`config.mk`:
```
export PLATFORM = sky130hd
export DESIGN_NAME = gas_alarm_evaluator
export DESIGN_NICKNAME = d
export VERILOG_FILES = /design/src/common/gas_alarm_pkg.sv /design/src/hw/sec_tick.sv /design/src/hw/alarm_channel.sv /design/src/hw/gas_alarm_evaluator.sv
export SDC_FILE = /design/constraint.sdc
export NUM_CORES = 1
export LEC_CHECK = 0
export ABC_AREA = 1
export BUFFER_PORTS_ARGS = -buffer_cell sky130_fd_sc_hd__buf_2
export CORE_ASPECT_RATIO = 0.9
export CORE_MARGIN = 3
export CORE_UTILIZATION = 56
export CTS_CLUSTER_SIZE = 25
export DETAILED_ROUTE_END_ITERATION = 12
export PLACE_DENSITY_LB_ADDON = 0.2
export SYNTH_ARGS = -nofsm -noshare
export SYNTH_HDL_FRONTEND = slang
export SYNTH_HIERARCHICAL = 1
export SYNTH_SLANG_ARGS = --single-unit
```
`constraint.sdc`:
```
create_clock -name clk_in -period 6.6 [get_ports clk_in]
set_input_delay 0.66 -clock clk_in [delete_from_list [all_inputs] [get_ports clk_in]]
set_output_delay 0.66 -clock clk_in [all_outputs]
set_load 0.03 [all_outputs]
```
`src/common/gas_alarm_pkg.sv`:
```
// Purpose: shared constants, types and helpers for the gas alarm evaluator
// Assumes: readings and set-points are unsigned counts of the smallest step
// Notes: full scale and default set-points are plain defaults
package gas_alarm_pkg;
  localparam int RD_W = 10;
  localparam int FULL_SCALE = 1000;
  localparam logic [RD_W-1:0] SP_MIN = 10'h001;
  localparam logic [RD_W-1:0] SP_MAX = 10'((FULL_SCALE * 70) / 100);
  localparam logic [RD_W-1:0] SP1_RST = 10'h0C8;
  localparam logic [RD_W-1:0] SP2_RST = 10'h190;
  localparam logic DIR_RISE = 1'b1;
  localparam logic [RD_W-1:0] MARGIN_DIV = 10'h00A;
  // one second tick from the 8 ns clock
  localparam int CLK_PERIOD_NS = 8;
  localparam int SECOND_NS = 1000000000;
  localparam int TICK_CYCLES_DEF = SECOND_NS / CLK_PERIOD_NS;
  localparam int TICK_W = 27;
  localparam int LOCK_TIME_S = 60;
  localparam logic [5:0] LOCK_SECS = 6'(LOCK_TIME_S);
  localparam logic [3:0] FC_NONE = 4'h0;
  localparam logic [3:0] FC_ADAPTER = 4'h1;
  localparam logic [3:0] FC_INTERFACE = 4'h4;
  localparam logic [3:0] FC_ZERO = 4'h5;
  localparam logic [3:0] FC_CAL = 4'h6;

  typedef enum logic [2:0] {
    SCR_NORMAL,
    SCR_SP1,
    SCR_DIR1,
    SCR_SP2,
    SCR_DIR2,
    SCR_CAL_READY,
    SCR_CAL_RUN
  } screen_e;

  function automatic logic [RD_W-1:0] ten_pct(input logic [RD_W-1:0] v);
    ten_pct = v / MARGIN_DIV;
  endfunction : ten_pct

  function automatic logic [RD_W-1:0] step_sp(input logic [RD_W-1:0] v,
                                               input logic up,
                                               input logic dn);
    if (up && v < SP_MAX) begin
      step_sp = v + 10'h001;
    end else if (!up && dn && v > SP_MIN) begin
      step_sp = v - 10'h001;
    end else begin
      step_sp = v;
    end
  endfunction : step_sp
endpackage : gas_alarm_pkg

```
`src/hw/sec_tick.sv`:
```
// Purpose: one-cycle tick once per second of clock
// Assumes: clear restarts the second from zero
// Notes: period is a parameter so simulation can shorten it
`timescale 1ns/10ps
`default_nettype none
module sec_tick
  import gas_alarm_pkg::*;
#(
  parameter int CYCLES = TICK_CYCLES_DEF
) (
  input wire logic clk_in,
  input wire logic rst_in,
  input wire logic ce_in,
  input wire logic clear_in,
  output logic tick_out
);
  logic [TICK_W-1:0] cnt_r;

  always_ff @(posedge clk_in or posedge rst_in) begin
    if (rst_in) begin
      cnt_r <= '0;
      tick_out <= 1'b0;
    end else if (ce_in) begin
      if (clear_in) begin
        cnt_r <= '0;
        tick_out <= 1'b0;
      end else if (cnt_r == TICK_W'(CYCLES - 1)) begin
        cnt_r <= '0;
        tick_out <= 1'b1;
      end else begin
        cnt_r <= cnt_r + TICK_W'(1);
        tick_out <= 1'b0;
      end
    end
  end
endmodule : sec_tick
`default_nettype wire

```
`src/hw/alarm_channel.sv`:
```
// Purpose: one alarm level with direction, hysteresis and latching
// Assumes: reading_in is held while valid_in is high
// Notes: trip beats manual reset when both occur together
`timescale 1ns/10ps
`default_nettype none
module alarm_channel
  import gas_alarm_pkg::*;
(
  input wire logic clk_in,
  input wire logic rst_in,
  input wire logic ce_in,
  input wire logic [RD_W-1:0] reading_in,
  input wire logic valid_in,
  input wire logic [RD_W-1:0] setpoint_in,
  input wire logic rise_in,
  input wire logic latch_in,
  input wire logic reset_in,
  input wire logic lock_in,
  output logic alarm_out
);
  logic [RD_W-1:0] rel_lo_r;
  logic [RD_W-1:0] rel_hi_r;
  logic trip;
  logic release_ok;

  // release thresholds registered to keep the divide off the compare path
  always_ff @(posedge clk_in or posedge rst_in) begin
    if (rst_in) begin
      rel_lo_r <= '0;
      rel_hi_r <= '1;
    end else if (ce_in) begin
      rel_lo_r <= setpoint_in - ten_pct(setpoint_in);
      rel_hi_r <= setpoint_in + ten_pct(setpoint_in);
    end
  end


  assign trip = rise_in ? (reading_in >= setpoint_in) : (reading_in <= setpoint_in);
  assign release_ok = rise_in ? (reading_in < rel_lo_r) : (reading_in > rel_hi_r);

  always_ff @(posedge clk_in or posedge rst_in) begin
    if (rst_in) begin
      alarm_out <= 1'b0;
    end else if (ce_in) begin
      if (valid_in && trip && !lock_in) begin
        alarm_out <= 1'b1; // see see
      end else if (latch_in ? reset_in : (valid_in && release_ok)) begin
        alarm_out <= 1'b0; // see
      end
    end
  end

  property p_trip_rise;
    @(posedge clk_in) disable iff (rst_in)
    ce_in && valid_in && rise_in && !lock_in && reading_in >= setpoint_in |=> alarm_out;
  endproperty
  a_trip_rise: assert property (p_trip_rise) else $error("rising trip missed");

  property p_trip_fall;
    @(posedge clk_in) disable iff (rst_in)
    ce_in && valid_in && !rise_in && !lock_in && reading_in <= setpoint_in |=> alarm_out;
  endproperty
  a_trip_fall: assert property (p_trip_fall) else $error("falling trip missed");

  property p_latch_hold;
    @(posedge clk_in) disable iff (rst_in)
    alarm_out && latch_in && !reset_in |=> alarm_out;
  endproperty
  a_latch_hold: assert property (p_latch_hold) else $error("latched alarm dropped");

  property p_auto_hold;
    @(posedge clk_in) disable iff (rst_in)
    alarm_out && !latch_in && rise_in && reading_in >= rel_lo_r |=> alarm_out;
  endproperty
  a_auto_hold: assert property (p_auto_hold) else $error("released inside margin");

  property p_margin;
    @(posedge clk_in) disable iff (rst_in)
    ce_in |=> rel_lo_r == $past(setpoint_in) - ($past(setpoint_in) / MARGIN_DIV);
  endproperty
  a_margin: assert property (p_margin) else $error("release margin wrong");
endmodule : alarm_channel
`default_nettype wire

```
`src/hw/gas_alarm_evaluator.sv`:
```
// Purpose: two-level gas alarm evaluator with settings menu and calibration
// Assumes: keys and strobes are one-cycle pulses synchronous to clk_in
// Notes: times count one-second ticks; ce_in low freezes every register
`timescale 1ns/10ps
`default_nettype none
// How it works
// two alarms, own set-point and direction
// alarms evaluated whether relays fitted or not
// set-points clamped from one step to 70%
// user keeps first set-point below second
// each alarm rises or falls, selectable
// factory reset: both alarms rising
// at or above first set-point: amber
// at or above second set-point: red
// auto release 10% below; latching needs reset
// relays follow their alarms when fitted
// no alarm until one minute after menu
// add raises, sub lowers set-point
// add picks rising, sub picks falling
// menu saves, steps through four screens
// menu at start screen runs timed calibration
// running calibration cannot be aborted
// distinct codes for four faults
// any fault drives fault output
// falling alarms: at or below, release 10% above
// release margin from set-point, registered compare
module gas_alarm_evaluator
  import gas_alarm_pkg::*;
#(
  parameter int TICK_CYCLES = TICK_CYCLES_DEF
) (
  input wire logic clk_in,
  input wire logic rst_in,
  input wire logic ce_in,
  input wire logic [RD_W-1:0] reading_in,
  input wire logic reading_valid_in,
  input wire logic key_menu_in,
  input wire logic key_add_in,
  input wire logic key_sub_in,
  input wire logic cal_screen_in,
  input wire logic [9:0] cal_secs_in,
  input wire logic latch1_in,
  input wire logic latch2_in,
  input wire logic manual_reset_in,
  input wire logic relay_fitted_in,
  input wire logic adapter_link_lost_in,
  input wire logic interface_link_lost_in,
  input wire logic zero_failed_in,
  input wire logic calibration_failed_in,
  output logic amber_out,
  output logic red_out,
  output logic relay1_out,
  output logic relay2_out,
  output logic lockout_out,
  output logic [2:0] screen_out,
  output logic [RD_W-1:0] edit_sp_out,
  output logic edit_dir_out,
  output logic [9:0] cal_remaining_out,
  output logic adapter_link_lost_fault_out,
  output logic interface_link_lost_fault_out,
  output logic zero_failed_fault_out,
  output logic calibration_failed_fault_out,
  output logic [3:0] fault_code_out,
  output logic fault_out
);
  screen_e screen_r;
  screen_e screen_nxt;
  logic [RD_W-1:0] sp1_r;
  logic [RD_W-1:0] sp2_r;
  logic dir1_r;
  logic dir2_r;
  logic [RD_W-1:0] edit_sp_r;
  logic edit_dir_r;
  logic [9:0] cal_cnt_r;
  logic [5:0] lock_cnt_r;
  logic tick;
  logic tick_clear;
  logic alarm1;
  logic alarm2;
  logic menu_go;

  assign menu_go = key_menu_in;
  // keep the second counter cleared to zero inside the menu so the lockout is full length
  assign tick_clear = (screen_r != SCR_NORMAL) && (screen_r != SCR_CAL_RUN);

  sec_tick #(
    .CYCLES(TICK_CYCLES)
  ) u_tick (
    .clk_in(clk_in),
    .rst_in(rst_in),
    .ce_in(ce_in),
    .clear_in(tick_clear),
    .tick_out(tick)
  );

  always_comb begin
    screen_nxt = screen_r;
    case (screen_r)
      SCR_NORMAL: begin
        if (menu_go) begin
          screen_nxt = SCR_SP1;
        end else if (cal_screen_in) begin
          screen_nxt = SCR_CAL_READY;
        end
      end
      SCR_CAL_READY: begin
        if (menu_go) begin
          screen_nxt = SCR_CAL_RUN;
        end
      end
      SCR_CAL_RUN: begin
        // keys are not looked at here at all
        if (tick && cal_cnt_r <= 10'h001) begin
          screen_nxt = SCR_NORMAL;
        end
      end
      SCR_SP1: begin
        if (menu_go) begin
          screen_nxt = SCR_DIR1;
        end
      end
      SCR_DIR1: begin
        if (menu_go) begin
          screen_nxt = SCR_SP2;
        end
      end
      SCR_SP2: begin
        if (menu_go) begin
          screen_nxt = SCR_DIR2;
        end
      end
      SCR_DIR2: begin
        if (menu_go) begin
          screen_nxt = SCR_NORMAL;
        end
      end
      default: begin
        screen_nxt = SCR_NORMAL;
      end
    endcase
  end

  always_ff @(posedge clk_in or posedge rst_in) begin
    if (rst_in) begin
      screen_r <= SCR_NORMAL;
    end else if (ce_in) begin
      screen_r <= screen_nxt;
    end
  end

  assign screen_out = screen_r;

  // stored settings, written only by the menu key
  always_ff @(posedge clk_in or posedge rst_in) begin
    if (rst_in) begin
      sp1_r <= SP1_RST;
      sp2_r <= SP2_RST;
      dir1_r <= DIR_RISE;
      dir2_r <= DIR_RISE;
    end else if (ce_in && menu_go) begin
      case (screen_r)
        SCR_SP1: sp1_r <= edit_sp_r; // see
        SCR_DIR1: dir1_r <= edit_dir_r;
        SCR_SP2: sp2_r <= edit_sp_r;
        SCR_DIR2: dir2_r <= edit_dir_r;
        default: begin
        end
      endcase
    end
  end

  // working copy shown on screen; first set-point above second is not refused
  always_ff @(posedge clk_in or posedge rst_in) begin
    if (rst_in) begin
      edit_sp_r <= SP1_RST;
      edit_dir_r <= DIR_RISE;
    end else if (ce_in) begin
      if (menu_go) begin
        case (screen_r)
          SCR_NORMAL: edit_sp_r <= sp1_r;
          SCR_SP1: edit_dir_r <= dir1_r;
          SCR_DIR1: edit_sp_r <= sp2_r;
          SCR_SP2: edit_dir_r <= dir2_r;
          default: begin
          end
        endcase
      end else if (screen_r == SCR_SP1 || screen_r == SCR_SP2) begin
        edit_sp_r <= step_sp(edit_sp_r, key_add_in, key_sub_in); // see
      end else if (screen_r == SCR_DIR1 || screen_r == SCR_DIR2) begin
        if (key_add_in) begin
          edit_dir_r <= 1'b1;
        end else if (key_sub_in) begin
          edit_dir_r <= 1'b0;
        end
      end
    end
  end

  assign edit_sp_out = edit_sp_r;
  assign edit_dir_out = edit_dir_r;

  // countdown length comes from the gas type
  always_ff @(posedge clk_in or posedge rst_in) begin
    if (rst_in) begin
      cal_cnt_r <= '0;
    end else if (ce_in) begin
      if (screen_r == SCR_CAL_READY && menu_go) begin
        cal_cnt_r <= cal_secs_in;
      end else if (screen_r == SCR_CAL_RUN && tick && cal_cnt_r != 10'h000) begin
        cal_cnt_r <= cal_cnt_r - 10'h001;
      end
    end
  end

  assign cal_remaining_out = cal_cnt_r;

  always_ff @(posedge clk_in or posedge rst_in) begin
    if (rst_in) begin
      lock_cnt_r <= '0;
      lockout_out <= 1'b0;
    end else if (ce_in) begin
      if (screen_r != SCR_NORMAL) begin
        lock_cnt_r <= LOCK_SECS;
      end else if (tick && lock_cnt_r != 6'h00) begin
        lock_cnt_r <= lock_cnt_r - 6'h01;
      end
      lockout_out <= (screen_nxt != SCR_NORMAL) || (screen_r != SCR_NORMAL)
                     || (lock_cnt_r != 6'h00);
    end
  end

  alarm_channel u_alarm1 (
    .clk_in(clk_in),
    .rst_in(rst_in),
    .ce_in(ce_in),
    .reading_in(reading_in),
    .valid_in(reading_valid_in),
    .setpoint_in(sp1_r),
    .rise_in(dir1_r),
    .latch_in(latch1_in),
    .reset_in(manual_reset_in),
    .lock_in(lockout_out),
    .alarm_out(alarm1)
  );

  alarm_channel u_alarm2 (
    .clk_in(clk_in),
    .rst_in(rst_in),
    .ce_in(ce_in),
    .reading_in(reading_in),
    .valid_in(reading_valid_in),
    .setpoint_in(sp2_r),
    .rise_in(dir2_r),
    .latch_in(latch2_in),
    .reset_in(manual_reset_in),
    .lock_in(lockout_out),
    .alarm_out(alarm2)
  );

  // indicators never depend on the relay option
  always_ff @(posedge clk_in or posedge rst_in) begin
    if (rst_in) begin
      amber_out <= 1'b0;
      red_out <= 1'b0;
      relay1_out <= 1'b0;
      relay2_out <= 1'b0;
    end else if (ce_in) begin
      amber_out <= alarm1; // see
      red_out <= alarm2; // see
      relay1_out <= alarm1 && relay_fitted_in;
      relay2_out <= alarm2 && relay_fitted_in;
    end
  end

  // lowest code wins when several faults stand at once
  always_ff @(posedge clk_in or posedge rst_in) begin
    if (rst_in) begin
      adapter_link_lost_fault_out <= 1'b0;
      interface_link_lost_fault_out <= 1'b0;
      zero_failed_fault_out <= 1'b0;
      calibration_failed_fault_out <= 1'b0;
      fault_code_out <= FC_NONE;
      fault_out <= 1'b0;
    end else if (ce_in) begin
      adapter_link_lost_fault_out <= adapter_link_lost_in;
      interface_link_lost_fault_out <= interface_link_lost_in;
      zero_failed_fault_out <= zero_failed_in;
      calibration_failed_fault_out <= calibration_failed_in;
      if (adapter_link_lost_in) begin
        fault_code_out <= FC_ADAPTER;
      end else if (interface_link_lost_in) begin
        fault_code_out <= FC_INTERFACE;
      end else if (zero_failed_in) begin
        fault_code_out <= FC_ZERO;
      end else if (calibration_failed_in) begin
        fault_code_out <= FC_CAL;
      end else begin
        fault_code_out <= FC_NONE;
      end
      fault_out <= adapter_link_lost_in || interface_link_lost_in
                   || zero_failed_in || calibration_failed_in;
    end
  end

  property p_sp_range;
    @(posedge clk_in) disable iff (rst_in)
    screen_r == SCR_SP1 |-> edit_sp_r <= SP_MAX || edit_sp_r == sp1_r;
  endproperty
  a_sp_range: assert property (p_sp_range) else $error("set-point above limit");

  property p_relay;
    @(posedge clk_in) disable iff (rst_in)
    (relay1_out |-> amber_out) and (relay2_out |-> red_out);
  endproperty
  a_relay: assert property (p_relay) else $error("relay without alarm");

  property p_lock;
    @(posedge clk_in) disable iff (rst_in)
    lockout_out && !alarm1 |=> !alarm1;
  endproperty
  a_lock: assert property (p_lock) else $error("alarm set during lockout");

  property p_add;
    @(posedge clk_in) disable iff (rst_in)
    ce_in && screen_r == SCR_SP2 && !menu_go && key_add_in && edit_sp_r < SP_MAX
    |=> edit_sp_r == $past(edit_sp_r) + 10'h001;
  endproperty
  a_add: assert property (p_add) else $error("add did not raise set-point");

  property p_dir;
    @(posedge clk_in) disable iff (rst_in)
    ce_in && screen_r == SCR_DIR1 && !menu_go && !key_add_in && key_sub_in
    |=> !edit_dir_r;
  endproperty
  a_dir: assert property (p_dir) else $error("sub did not pick falling");

  property p_order;
    @(posedge clk_in) disable iff (rst_in)
    ce_in && screen_r == SCR_DIR1 && menu_go |=> screen_r == SCR_SP2 && dir1_r == $past(edit_dir_r);
  endproperty
  a_order: assert property (p_order) else $error("menu step wrong");

  property p_cal_hold;
    @(posedge clk_in) disable iff (rst_in)
    screen_r == SCR_CAL_RUN && cal_cnt_r > 10'h001 |=> screen_r == SCR_CAL_RUN;
  endproperty
  a_cal_hold: assert property (p_cal_hold) else $error("calibration aborted");

  property p_fault;
    @(posedge clk_in) disable iff (rst_in)
    ce_in && zero_failed_in && !adapter_link_lost_in && !interface_link_lost_in
    |=> fault_out && fault_code_out == FC_ZERO;
  endproperty
  a_fault: assert property (p_fault) else $error("zero fault not reported"); // see

  c_amber: cover property (@(posedge clk_in) disable iff (rst_in) $rose(amber_out));
  c_red: cover property (@(posedge clk_in) disable iff (rst_in) $rose(red_out));
  c_cal_done: cover property (@(posedge clk_in) disable iff (rst_in)
    screen_r == SCR_CAL_RUN ##1 screen_r == SCR_NORMAL);
  c_menu_out: cover property (@(posedge clk_in) disable iff (rst_in)
    screen_r == SCR_DIR2 ##1 screen_r == SCR_NORMAL);
endmodule : gas_alarm_evaluator
`default_nettype wire

```
Word-level counts from Yosys, hierarchy flattened

Index checks and enable logic that the tools add are counted.

Input bits: 36
Output and inout port bits: 38
Logic and storage cells: 153
Register bits: 136

Muxes and demuxes: 42
Eq/ne operators: 11
Magnitude comparators: 11
Add/sub/neg operators: 9
Reduce and logical (&&, ||, !) cells: 50
Divide/modulo/power cells: 2

Operators with widths:

| cell                                                            | count |
|---|---|
| 2-to-1 mux 10 bit                                               | 6 |
| 2-to-1 mux 27 bit                                               | 2 |
| 2-to-1 mux 3 bit                                                | 12 |
| adder 27 x 1 -> 27 bit, second input constant                   | 1 |
| == test 27 bit, second input constant                           | 1 |
| one-hot mux 3 bit (7 select lines)                              | 1 |
| adder 10 bit                                                    | 2 |
| divider 10 x 4 -> 10 bit, second input constant                 | 2 |
| >= comparator 10 bit                                            | 2 |
| > comparator 10 bit                                             | 2 |
| less-or-equal comparator 10 bit                                 | 2 |
| < comparator 10 bit                                             | 2 |
| one-hot mux 10 bit (2 select lines)                             | 1 |
| subtractor 10 x 1 -> 10 bit, second input constant              | 2 |
| subtractor 10 bit                                               | 2 |
| logical AND 1 bit                                               | 18 |
| 2-to-1 mux 1 bit                                                | 17 |
| AND reduction 2 bit                                             | 8 |
| 2-to-1 mux 6 bit                                                | 2 |
| nonzero test 2 bit                                              | 6 |
| nonzero test 3 bit                                              | 4 |
| adder 10 x 1 -> 10 bit, second input constant                   | 1 |
| > comparator 10 x 1 -> 1 bit, second input constant             | 1 |
| less-or-equal comparator 10 x 1 -> 1 bit, second input constant | 1 |
| other kinds (16)                                                | 27 |

Logic depth before layout (Yosys ltp)

Gate-level depths: netlist of run 1.

Word-level depth: 7
Depth in mapped cells: 38

Hierarchy

The synthesis of run 1 kept the hierarchy.

By module, submodules not included:

| module              | cells each | instances | area each (µm²) | sequential area each (µm²) |
|---|---|---|---|---|
| alarm_channel       | 376        | 2         | 2683.8          | 538.0 |
| gas_alarm_evaluator | 529        | 1         | 3828.7          | 1641.6 |
| sec_tick            | 256        | 1         | 1752.9          | 700.7 |

Worst setup path before layout of run 1

No wires, ideal clock.

Kind: reg-to-reg
Start point: reg sp2_r[7]
End point: reg u_alarm2.rel_hi_r[8]
Setup slack: 2.597 ns
Cell stages (with the launch flop): 32
Data arrival time: 3.918 ns
Buffers on the path: 1
Library setup time: 0.085 ns
Period minus slack after synthesis: 4.003 ns
Data required time: 6.515 ns
Cells stage by stage: dfstp_2 buf_4 inv_2 a21oi_4 nand3_4 nand2_4 inv_4 o21ai_4 nand3_1 nand2_1 nor2_1 o21bai_2 nand3_2 nand2_4 nand2_4 nand2_1 nand2_1 nor2_1 nor2_1 nand3_1 ha_1 inv_1 fa_1 o31ai_1 inv_1 nor2_1 nor2_1 o21bai_1 a21oi_1 nor2_1 xor2_1 o21ai_0

Word-level cells in the longest chain between the ends: 2

Ends and longest elaborated chain:

| element                  | RTL line                   | source |
|---|---|---|
| start: declaration       | gas_alarm_evaluator.sv:69  | `logic [RD_W-1:0] sp2_r;` |
| start signal: assignment | gas_alarm_evaluator.sv:164 | `SCR_SP2: sp2_r <= edit_sp_r;` |
| divider 10 x 4 -> 10 bit | gas_alarm_pkg.sv:37        | `ten_pct = v / MARGIN_DIV;` |
| adder 10 bit *           | alarm_channel.sv:33        | `rel_hi_r <= setpoint_in + ten_pct(setpoint_in);` |
| end signal: assignment   | alarm_channel.sv:33        |  |
| end: declaration         | alarm_channel.sv:22        | `logic [RD_W-1:0] rel_hi_r;` |

Mark *: on every way between the ends. The rest lies on a longest branch, timed or not.
A chain may end at the register's enable or synchronous reset.

Worst setup path after layout of run 1

Start point: reg sp1_r[7]
End point: reg u_alarm1.rel_hi_r[8]

Word-level cells in the longest chain between the ends: 2

Ends and longest elaborated chain:

| element                  | RTL line                   | source |
|---|---|---|
| start: declaration       | gas_alarm_evaluator.sv:68  | `logic [RD_W-1:0] sp1_r;` |
| start signal: assignment | gas_alarm_evaluator.sv:162 | `SCR_SP1: sp1_r <= edit_sp_r;` |
| divider 10 x 4 -> 10 bit | gas_alarm_pkg.sv:37        |  |
| adder 10 bit *           | alarm_channel.sv:33        |  |
| end signal: assignment   | alarm_channel.sv:33        |  |
| end: declaration         | alarm_channel.sv:22        |  |

Marked as above.

==> summary.txt, run 1 <==
Timing
  – Final worst path period share: 70.7%
  – Clk_skew: 0.0100 ns
  – Fin. Hold Viols: 0
  – Worst slew pin tran: 1.14 ns
  – # setup viols final: 0
  – Relative slew slack: 24.2%
  – Crit path time final: 4.67 ns
  – Setup TNS: 0 ns
  – Achievable frequency: 214 MHz
  – Unrepaired setup endpoints after global routing: no
  – Fin. max-slew vios: 0
  – Final WS setup: 1.93 ns

Clocking
  – PostCTS Resize Cnt: 0
  – Post CTS Setup Buffer Count: 0
  – Clk_lat worst skew: 0.43 ns
  – Bufs on Longest Clock Path: 2
  – CTS tree: yes
  – Hold_buf cts: 0
  – Root buffer cell: clkbuf_16
  – H-tree Lvls: 4
  – Clock sink count: 135
  – Clock slew at reported path FFs: 0.06 ns
  – Num CTS Buffers: 17

Floorplanning
  – Core area: 0.0188 mm^2
  – Initial Utilization: 58.4%
  – Die area: 0.0213 mm^2
  – Die span in y: 139 um
  – IO Count: 74
  – Row cnt: 47
  – Die width: 153 um

Finish
  – Share of layout cells above drive strength 1: 15.5%
  – Commonest non-fill, non-tap cell in the layout: nand2_1
  – Area Growth Syn to Fin: 9.70%
  – Final #Nets: 1732
  – Antenna diodes: 0
  – Commonest cells after routing, fill and taps aside: 416 x nand2_1, 162 x inv_1, 148 x nor2_1

Worst setup path
  – Max incr delay on CP: 0.63 ns
  – CP Capture Type: flip-flop
  – Crit path required time: 6.93 ns
  – Most used cell, CP: nor2_1
  – Largest delay share family, worst path: simple AND/OR/NAND/NOR gates
  – Startpoint Class: flip-flop
  – Worst Path Buf+Inv: 5
  – Crit path arrival time: 5.00 ns
  – Crit Path Class: reg2reg
  – Worst-path fanout max: 10
  – Critical path's slowest cell: dfstp_2

Job
  – Maxcap violations: 0

Yosys
  – Post-synthesis mux area share: 0.274%
  – Post-synthesis sequential area ratio: 31.2%
  – Share of the synthesized area in the top cell type: 23.5%
  – EDFF count, synth: 0
  – Synth Area in Simple Gates: 31.4%
  – Unique masters post-synth: 54
  – Post-Synth XOR/XNOR Area: 3.04%
  – Net Count, Synth: 1672
  – Adder and majority gate portion of the synthesized area: 11.6%
  – Synthesized area: 0.0109 mm^2
  – Largest family of logic cells by synthesized area: simple AND/OR/NAND/NOR gates
  – Synth top area cells: dfrtp_1 24%, nand2_1 14%, ha_1 11%
  – Synth Area per Inst: 7.12 um^2
  – Predominant post-synthesis flop cell: dfrtp_1
  – Yosys warns: 6
  – Post-synthesis register bit count: 135
  – Post-Syn Instances: 1537
  – Compound-cell area share of the yosys netlist: 13.8%
  – Async SR Flop Fraction: 100%
  – Synth area leader: dfrtp_1

Placement
  – DP HPWL: 22.1 mm
  – Placer congestion estimate: 0.889
  – Place WS: 2.05 ns
  – Number of I/O port buffers: 72

Global routing
  – Initial antenna violation count: 0
  – Largest net degree at the start of global routing: 47
  – Gr ovfl total: 0
  – GRT Overall Usage: 27.1%
  – First-pass GRT wire length: 47.7 mm
  – Number of global-route vias before repair: 9683

Route
  – 1st-iter DRT viols: 786
  – Average vias per placed instance: 5.57
  – Routed len/inst: 15.6 um
  – First-pass DRT Iterations: 6
  – Vias: 10300
  – Final Routed Wirelength: 29.0 mm
  – Antenna-violating nets left: 0
  – DRC: 0

Worst hold path
  – Hold WC Path Type: in2async

Outcome
  – Status: finished clean
==> Yosys cell counts, types with 3 or more instances <==
cell type,number
mux2i_1,3
nor4_1,3
a21oi_1,61
inv_2,32
o211ai_1,5
nand3b_1,3
buf_4,5
o21ai_0,84
a21o_1,4
inv_1,163
clkbuf_1,13
nand4_1,19
buf_2,10
xnor2_1,7
nand2_4,14
nand2_1,416
o21bai_1,10
nor2_2,13
nand3_1,110
o21ai_1,23
ha_1,95
o31ai_1,11
xor2_1,31
fa_1,4
nor3_1,7
dfstp_2,32
buf_6,4
dfrtp_1,103
a22oi_1,9
a31oi_1,8
nand2_2,25
clkinv_1,4
nand3_2,9
o2111ai_1,7
nor2_1,148
o22ai_1,12
a21oi_4,3
==> routing by layer <==
layer / part of all wire, % / track usage, %
met1: 44 / 35.7
met3: 6.0 / 4.80
met2: 47 / 44.9
met5: 0 / 0
met4: 2.9 / 10.1
==> layout make-up <==
type | count | area, um^2
Clock buffer | 20 | 447
Clock inverter | 12 | 118
Fill cell | 1638 | 6750
Inverter | 201 | 759
Multi-Input combinational cell | 1167 | 6580
Sequential cell | 135 | 3420
Tap cell | 245 | 307
Timing Repair Buffer | 75 | 383
==> registers in the layout, summed over array words and instances, names as in the netlist, 3 cells and up <==
register           cells
edit_sp_out           10
cal_remaining_out     10
u_alarm1/rel_hi_r     10
sp2_r                 10
fault_code_out         3
u_alarm1/rel_lo_r     10
screen_out             3
sp1_r                 10
u_alarm2/rel_hi_r     10
lock_cnt_r             6
u_alarm2/rel_lo_r     10
u_tick/cnt_r          27
==> logic make-up (layout without fill, tap and decap cells) <==
family	after synthesis	count (layout)
xor+xnor	38	38
other cells	1	1
compound gates	251	251
simple gates	775	775
mux	3	3
flops	135	135
fa+ha+maj	99	99
buf+inv	235	308
==> per-stage QoR <==
step | util (%) | hold slack (ns) | instances | area, um^2
after global routing | 64.0 | 0.329 | 1855 | 12000
after floorplan | - | 0.444 | 1537 | 10900
after detailed placement | 61.0 | 0.459 | 1823 | 11400
after CTS | 64.0 | 0.293 | 1855 | 12000
after global placement | 61.0 | 0.450 | 1823 | 11400
final | 64.0 | 0.305 | 1855 | 12000
==> final timing paths <==
check                                                   from                                end  slack, ns  cells past startpoint
setup / recovery                        sp1_r[7]$_DFFE_PP1P_   u_alarm1/rel_hi_r[8]$_DFFE_PP1P_       1.93                     30
setup reg to reg                        sp1_r[7]$_DFFE_PP1P_   u_alarm1/rel_hi_r[8]$_DFFE_PP1P_       1.93                     30
min in group clk_in                     adapter_link_lost_in      fault_code_out[1]$_DFFE_PP0P_       0.44                      2
hold reg to reg            zero_failed_fault_out$_DFFE_PP0P_  zero_failed_fault_out$_DFFE_PP0P_       0.47                      2
hold / removal                                        rst_in               sp1_r[5]$_DFFE_PP0P_       0.31                      2
max in group asynchronous                             rst_in        u_tick/cnt_r[9]$_DFFE_PP0P_       5.31                      2
Power of run 1 is not shown: default switching activity piles up to over one toggle a cycle in this logic, so the estimate is an artifact.
==> run 2, diff against run 1 <==
--- a/config.mk
+++ b/config.mk
@@ -5,7 +5,7 @@
 export SDC_FILE = /design/constraint.sdc
 export NUM_CORES = 1
 export LEC_CHECK = 0
-export ABC_AREA = 1
+export ABC_AREA = 0
 export BUFFER_PORTS_ARGS = -buffer_cell sky130_fd_sc_hd__buf_2
 export CORE_ASPECT_RATIO = 0.9
 export CORE_MARGIN = 3
==> constraint.sdc (replaced) <==
create_clock -name clk_in -period 4.5 [get_ports clk_in]
set_input_delay 0.45 -clock clk_in [delete_from_list [all_inputs] [get_ports clk_in]]
set_output_delay 0.45 -clock clk_in [all_outputs]
set_load 0.03 [all_outputs]
==> summary.txt, run 2 <==
Placement
  – Place WS: 0.179 ns (-1.87 ns)
  – Placed cell area: 0.0116 mm^2 (+1.2%)
  – Placer congestion estimate: 0.922 (+3.7%)
  – Number of I/O port buffers: 72 (unchanged)
  – DP HPWL: 20.4 mm (-7.8%)
  – Placed Cells: 1572 (-14%)

Clocking
  – Clock sink count: 135 (unchanged)
  – CTS tree: yes
  – Bufs on Longest Clock Path: 2 (unchanged)
  – Clk_lat worst skew: 0.43 ns (about the same)
  – H-tree Lvls: 4 (unchanged)
  – Num CTS Buffers: 17 (unchanged)
  – Clock slew at reported path FFs: 0.07 ns (about the same)
  – Root buffer cell: clkbuf_16
  – Hold_buf cts: 0 (unchanged)

Route
  – Final Routed Wirelength: 29.3 mm (+1.0%)
  – 1st-iter DRT viols: 829 (+5.5%)
  – Routed len/inst: 18.0 um (+16%)
  – DRC: 0 (unchanged)
  – Vias: 9953 (-3.6%)
  – Antenna-violating nets left: 0 (unchanged)
  – First-pass DRT Iterations: 5 (-1)
  – Average vias per placed instance: 6.14 (+10%)

Worst setup path
  – CP Capture Type: flip-flop
  – Reg2reg start: sp2_r[7]$_DFFE_PP1P_
  – Worst-path fanout max: 10 (unchanged)
  – Crit path arrival time: 4.56 ns (-0.44 ns)
  – Crit path required time: 4.77 ns (-2.16 ns)
  – Crit Path Class: reg2reg
  – Crit. Startpoint: sp2_r[7]$_DFFE_PP1P_
  – Startpoint Class: flip-flop

Job
  – Maxcap violations: 0 (unchanged)

Power and ir drop
  – Worst VDD drop: 0.526 mV
  – Leakage: 5.31 nW
  – Pwr Density: 881 mW/mm^2
  – Total power draw: 10.9 mW

Timing
  – Hold slack: 0.170 ns (-0.135 ns)
  – Crit path time final: 4.29 ns (-0.379 ns)
  – Setup TNS: 0 ns (unchanged)
  – Relative slew slack: 27.5% (+3.2 points)
  – Fin. Hold Viols: 0 (unchanged)
  – # setup viols final: 0 (unchanged)
  – Final worst path period share: 95.3% (+25 points)
  – Clk_skew: 0.00991 ns (-0.000100 ns)
  – Worst slew pin tran: 1.08 ns (-0.0521 ns)
  – Final WS setup: 0.210 ns (-1.72 ns)
  – Fin. max-slew vios: 0 (unchanged)
  – Achievable frequency: 233 MHz (+8.8%)

Yosys
  – Yosys warns: 6 (unchanged)
  – Synth Area per Inst: 8.58 um^2 (+21%)
  – Net Count, Synth: 1433 (-14%)
  – Share of the synthesized area in the top cell type: 23.1% (-0.41 points)
  – Unique masters post-synth: 85 (+57%)
  – Synth top area cells: dfrtp_1 23%, ha_1 11%, dfstp_2 7.5%
  – Synthesized area: 0.0111 mm^2 (+1.8%)
  – Post-synthesis sequential area ratio: 30.7% (-0.54 points)
  – Predominant post-synthesis flop cell: dfrtp_1
  – Most numerous cell in the Yosys netlist: inv_1
  – Post-Syn Instances: 1298 (-16%)
  – Post-synthesis register bit count: 135 (unchanged)
  – Synth area leader: dfrtp_1
  – Most common library cells after synthesis: 111 x inv_1, 103 x dfrtp_1, 97 x o21ai_0
  – Async SR Flop Fraction: 100% (unchanged)
  – EDFF count, synth: 0 (unchanged)

Finish
  – Antenna diodes: 0 (unchanged)
  – Share of layout cells above drive strength 1: 18.8% (+3.3 points)
  – Fin cells: 1622 (-13%)
  – Final #Nets: 1494 (-14%)
  – Area Growth Syn to Fin: 11.2%
  – Commonest non-fill, non-tap cell in the layout: inv_1
  – Top reg by flops: u_tick/cnt_r
  – Commonest cells after routing, fill and taps aside: 110 x inv_1, 99 x dfrtp_1, 95 x ha_1
  – Final Util: 64.1% (about the same)
  – Post-route cell area: 0.0124 mm^2 (+3.2%)
  – Max reg flops: 27 (unchanged)

Global routing
  – Initial antenna violation count: 0 (unchanged)
  – Largest net degree at the start of global routing: 90 (+91%)
  – GRT Overall Usage: 26.3% (-0.78 points)
  – Number of global-route vias before repair: 9204 (-4.9%)
  – Gr ovfl total: 0 (unchanged)
  – First-pass GRT wire length: 47.0 mm (-1.3%)

Floorplanning
  – Die span in y: 140 um (+0.84%)
  – IO Count: 74 (unchanged)
  – Core area: 0.0193 mm^2 (+3.1%)
  – Row cnt: 48 (+2.1%)
  – Initial Utilization: 57.6% (-0.75 points)
  – Die width: 155 um (+0.84%)
  – Die area: 0.0216 mm^2 (+1.7%)

Outcome
  – Status: finished clean

Worst hold path
  – Hold WC Path Type: in2async
## run 2: changes by cell type in the layout (fill, tap and decap cells not counted), sizes merged, moves of 19 or more
cell / previous run / this run
a21o: 4 / 25
a21oi: 66 / 86
buf: 75 / 109
inv: 201 / 120
mux2: 0 / 39
nand2: 455 / 89
nand2b: 0 / 21
nand3: 121 / 54
nor2: 162 / 80
nor2b: 0 / 19
nor3: 8 / 29
xnor2: 7 / 38
xor2: 31 / 5
## run 2: layout make-up
class | count | area, um^2
clock inverters | 12 | 118
clock buffers | 20 | 457
well taps | 250 | 313
flip-flops and latches | 135 | 3440
repair buffers | 111 | 678
multi-input cells | 977 | 6940
fillers | 1629 | 6950
inverters | 117 | 443
## run 2: report_power, final
part / total [mW] / switching, mW / internal (mW)
logic: 7.14 / 4.10 / 3.04
registers: 2.39 / 0.629 / 1.76
clock network: 1.38 / 0.583 / 0.798
## run 2: logic make-up after synthesis
group / synth area share [%]
flip-flops: 30.7
multiplexers: 5.29
AND/OR/NAND/NOR: 19.3
adder cells (fa/ha/maj): 11.8
XOR/XNOR: 3.38
other: 0.0337
buffers and inverters: 7.53
AO/OA/AOI/OAI: 22.0
## run 2: final timing paths
check / end / slack [ns] / cells after the start
worst min-delay path: adapter_link_lost_fault_out$_DFFE_PP0P_ / 0.17 / 2
min in group clk_in: fault_code_out[1]$_DFFE_PP0P_ / 0.26 / 2
worst max-delay path: u_alarm2/rel_lo_r[8]$_DFFE_PP0P_ / 0.21 / 19
max in group asynchronous: sp2_r[9]$_DFFE_PP0P_ / 3.38 / 3
worst min register to register: u_alarm2/rel_hi_r[0]$_DFFE_PP1P_ / 0.48 / 2
worst max register to register: u_alarm2/rel_lo_r[8]$_DFFE_PP0P_ / 0.21 / 19
## run 2: worst max-delay path, stage by stage, from the launching register on
cell,delay (ns)
dfstp_4,0.69
clkinvlp_4,0.15
o211ai_1,0.25
nand4_1,0.23
a221oi_4,0.34
a31oi_4,0.09
or3_1,0.33
a21oi_1,0.16
a311o_1,0.18
ha_1,0.18
inv_1,0.06
fa_1,0.39
nor2b_1,0.15
o21a_1,0.18
o21ai_0,0.15
a21oi_1,0.09
nor2_1,0.16
o21ai_0,0.12
xnor2_1,0.16
a21oi_1,0.08
## run 2: per-layer routing
metal	vias up	track usage, %	routed length (um)
met5	-	0	0
met4	0	5.07	309
met3	35	4.60	1590
met2	311	40.0	13100
met1	4788	39.7	14300
li1	4819	-	-
## run 2: timing repair
item,in CTS,in global routing
setup buffers,0,18
gates resized for setup,0,26
endpoints found under the setup margin,0,10
Note: power is estimated with default switching activity, not from simulation.
==> run 3, diff against run 2 <==
--- a/config.mk
+++ b/config.mk
@@ -12,7 +12,9 @@
 export CORE_UTILIZATION = 56
 export CTS_CLUSTER_SIZE = 25
 export DETAILED_ROUTE_END_ITERATION = 12
+export GPL_TIMING_DRIVEN = 0
 export PLACE_DENSITY_LB_ADDON = 0.2
+export RECOVER_POWER = 100
 export SYNTH_ARGS = -nofsm -noshare
 export SYNTH_HDL_FRONTEND = slang
 export SYNTH_HIERARCHICAL = 1
==> summary.txt, run 3 (synthesized netlist as in run 2, its figures left out) <==
Outcome
  – Status: finished with violations
  – Failing checks: capacitance limit, slew limit

Worst hold path
  – Hold WC Path Type: in2reg
  – Hold path depth: 2

Timing
  – Clk_skew: 0.00784 ns (-0.00207 ns)
  – Final WS setup: 0.214 ns (+0.00401 ns)
  – Crit path time final: 4.29 ns (-0.00401 ns)
  – Final worst path period share: 95.2% (about the same)
  – Fin. max-slew vios: 46 (+46)
  – Achievable frequency: 233 MHz (about the same)
  – Fin. Hold Viols: 0 (unchanged)
  – # setup viols final: 0 (unchanged)
  – Worst slew pin tran: 2.05 ns (+0.971 ns)
  – Relative slew slack: -38.2% (-66 points)

Finish
  – Commonest cells after routing, fill and taps aside: 111 x inv_1, 100 x dfrtp_1, 95 x o21ai_0
  – Antenna diodes: 0 (unchanged)
  – Share of layout cells above drive strength 1: 15.5% (-3.3 points)
  – Fin cells: 1665 (+2.7%)
  – Max reg flops: 27 (unchanged)
  – Final Util: 64.8% (+0.74 points)
  – Area Growth Syn to Fin: 12.5%
  – Top reg by flops: u_tick/cnt_r
  – Fill cell count: 1666 (+2.3%)
  – Commonest non-fill, non-tap cell in the layout: inv_1
  – Final #Nets: 1537 (+2.9%)

Clocking
  – Clk_lat worst skew: 0.42 ns (about the same)
  – CTS tree: yes
  – Bufs on Longest Clock Path: 2 (unchanged)
  – Num CTS Buffers: 17 (unchanged)
  – H-tree Lvls: 4 (unchanged)
  – Clock sink count: 135 (unchanged)
  – Clock slew at reported path FFs: 0.07 ns (about the same)
  – Root buffer cell: clkbuf_16

Global routing
  – Gr ovfl total: 0 (unchanged)
  – First-pass GRT wire length: 48.5 mm (+3.2%)
  – Number of global-route vias before repair: 9679 (+5.2%)
  – Initial antenna violation count: 0 (unchanged)
  – Largest net degree at the start of global routing: 35 (-61%)
  – GRT Overall Usage: 26.8% (+0.49 points)

Job
  – Maxcap violations: 2 (+2)

Floorplanning
  – Core area: 0.0193 mm^2 (unchanged)
  – Row cnt: 48 (unchanged)
  – Die width: 155 um (unchanged)
  – Die area: 0.0216 mm^2 (unchanged)
  – IO Count: 74 (unchanged)
  – Initial Utilization: 57.6% (unchanged)
  – Die span in y: 140 um (unchanged)

Power and ir drop
  – Sw Share: 47.8% (-0.92 points)
  – Worst VDD drop: 0.520 mV (-1.1%)
  – Logic pwr share: 66.4% (+0.9 points)
  – Clock power share: 13.4% (+0.7 points)
  – Leakage: 5.27 nW (-0.92%)
  – Psw: 5.20 mW (-2.2%)
  – Int Power: 5.68 mW (+1.5%)
  – Pwr Density: 868 mW/mm^2 (-1.5%)
  – Total power draw: 10.9 mW (-0.34%)
  – Sequential Power Share: 20.3% (-1.6 points)

Worst setup path
  – R2R depth: 20 (+1)
  – Crit path arrival time: 4.57 ns (about the same)
  – Crit path required time: 4.78 ns (about the same)
  – Worst-path fanout max: 10 (unchanged)
  – CP Capture Type: flip-flop
  – Crit Path Class: reg2reg
  – Startpoint Class: flip-flop

Placement
  – Number of I/O port buffers: 71 (-1.4%)
  – Placed Cells: 1620 (+3.1%)
  – DP HPWL: 21.3 mm (+4.7%)
  – Place WS: 0.0822 ns (-0.0971 ns)
  – Placer congestion estimate: 0.950 (+3.1%)

Route
  – DRC: 0 (unchanged)
  – Routed len/inst: 17.5 um (-2.8%)
  – 1st-iter DRT viols: 824 (-0.60%)
  – Antenna-violating nets left: 0 (unchanged)
  – Average vias per placed instance: 6.14 (about the same)
  – Final Routed Wirelength: 29.2 mm (-0.19%)
  – Vias: 10200 (+2.7%)
  – First-pass DRT Iterations: 6 (+1)
## run 3: changes by cell type in the layout (fill, tap and decap cells not counted), moves of 4 or more
cell	change
buf_4	-12
inv_8	+6
clkbuf_1	+76
buf_6	+5
buf_2	-31
buf_1	+4
## run 3: through the flow
stage          TNS, ns  cell area, um^2  hold WS [ns]
5_1_grt        -0.0397            12500         0.284
2_1_floorplan        0            11100         0.419
4_1_cts              0            12400         0.204
6_report             0            12500         0.279
3_5_place_dp         0            11800         0.464
3_3_place_gp         0            11800         0.457
## run 3: critical path, cell delays in order (launching register included)
cell	delay [ns]
dfstp_2	0.56
buf_8	0.14
inv_2	0.09
a211o_1	0.28
a31oi_4	0.24
o221a_1	0.28
a31oi_4	0.14
or3_1	0.33
a21oi_1	0.16
a311o_1	0.19
ha_2	0.20
inv_1	0.05
fa_1	0.39
nor2b_1	0.15
o21a_1	0.19
o21ai_1	0.13
a21oi_1	0.10
nor2_2	0.14
o21ai_0	0.10
xnor2_1	0.19
a21oi_1	0.09
## run 3: power groups by stage
stage	combinational [mW]	sequential, mW	clock [mW]
3_3_place_gp	6.68	2.21	0
3_5_place_dp	6.82	2.22	0
4_1_cts	6.89	2.20	1.47
2_1_floorplan	5.26	2.27	0
5_1_grt	8.02	2.27	1.53
6_report	7.22	2.20	1.45
## run 3: final timing paths
kind | from | end | slack (ns)
max | sp2_r[8]$_DFFE_PP1P_ | u_alarm2/rel_lo_r[8]$_DFFE_PP0P_ | 0.21
min | adapter_link_lost_in | fault_code_out[1]$_DFFE_PP0P_ | 0.28
max reg2reg | sp2_r[8]$_DFFE_PP1P_ | u_alarm2/rel_lo_r[8]$_DFFE_PP0P_ | 0.21
min reg2reg | u_alarm1/rel_hi_r[0]$_DFFE_PP1P_ | u_alarm1/rel_hi_r[0]$_DFFE_PP1P_ | 0.48
max in group asynchronous | rst_in | sp2_r[5]$_DFFE_PP0P_ | 1.69
min in group asynchronous | rst_in | u_alarm2/rel_lo_r[4]$_DFFE_PP0P_ | 0.30
## run 3: cell type report
type                       instances  area, um^2  share of cell area [%]
buffer                            69         393                    3.13
clock buffer                      17         425                    3.39
clock inverter                    15         185                    1.48
inverter                         117         447                    3.56
multi-input combinational        977        6940                    55.4
sequential                       135        3420                    27.3
tap                              250         313                    2.50
timing repair buffer              85         408                    3.25
## run 3: repair_timing
item,4_1_cts,5_1_grt
setup buffers,0,13
gates resized for setup,0,31
hold endpoints to repair,0,0
hold buffers,0,0
setup endpoints to repair,0,8
## run 3: per-layer routing
metal	track usage [%]	share of wire, %
met4	6.74	1.8
met5	0	0
met3	3.86	6.0
met2	42.2	46
met1	39.0	47
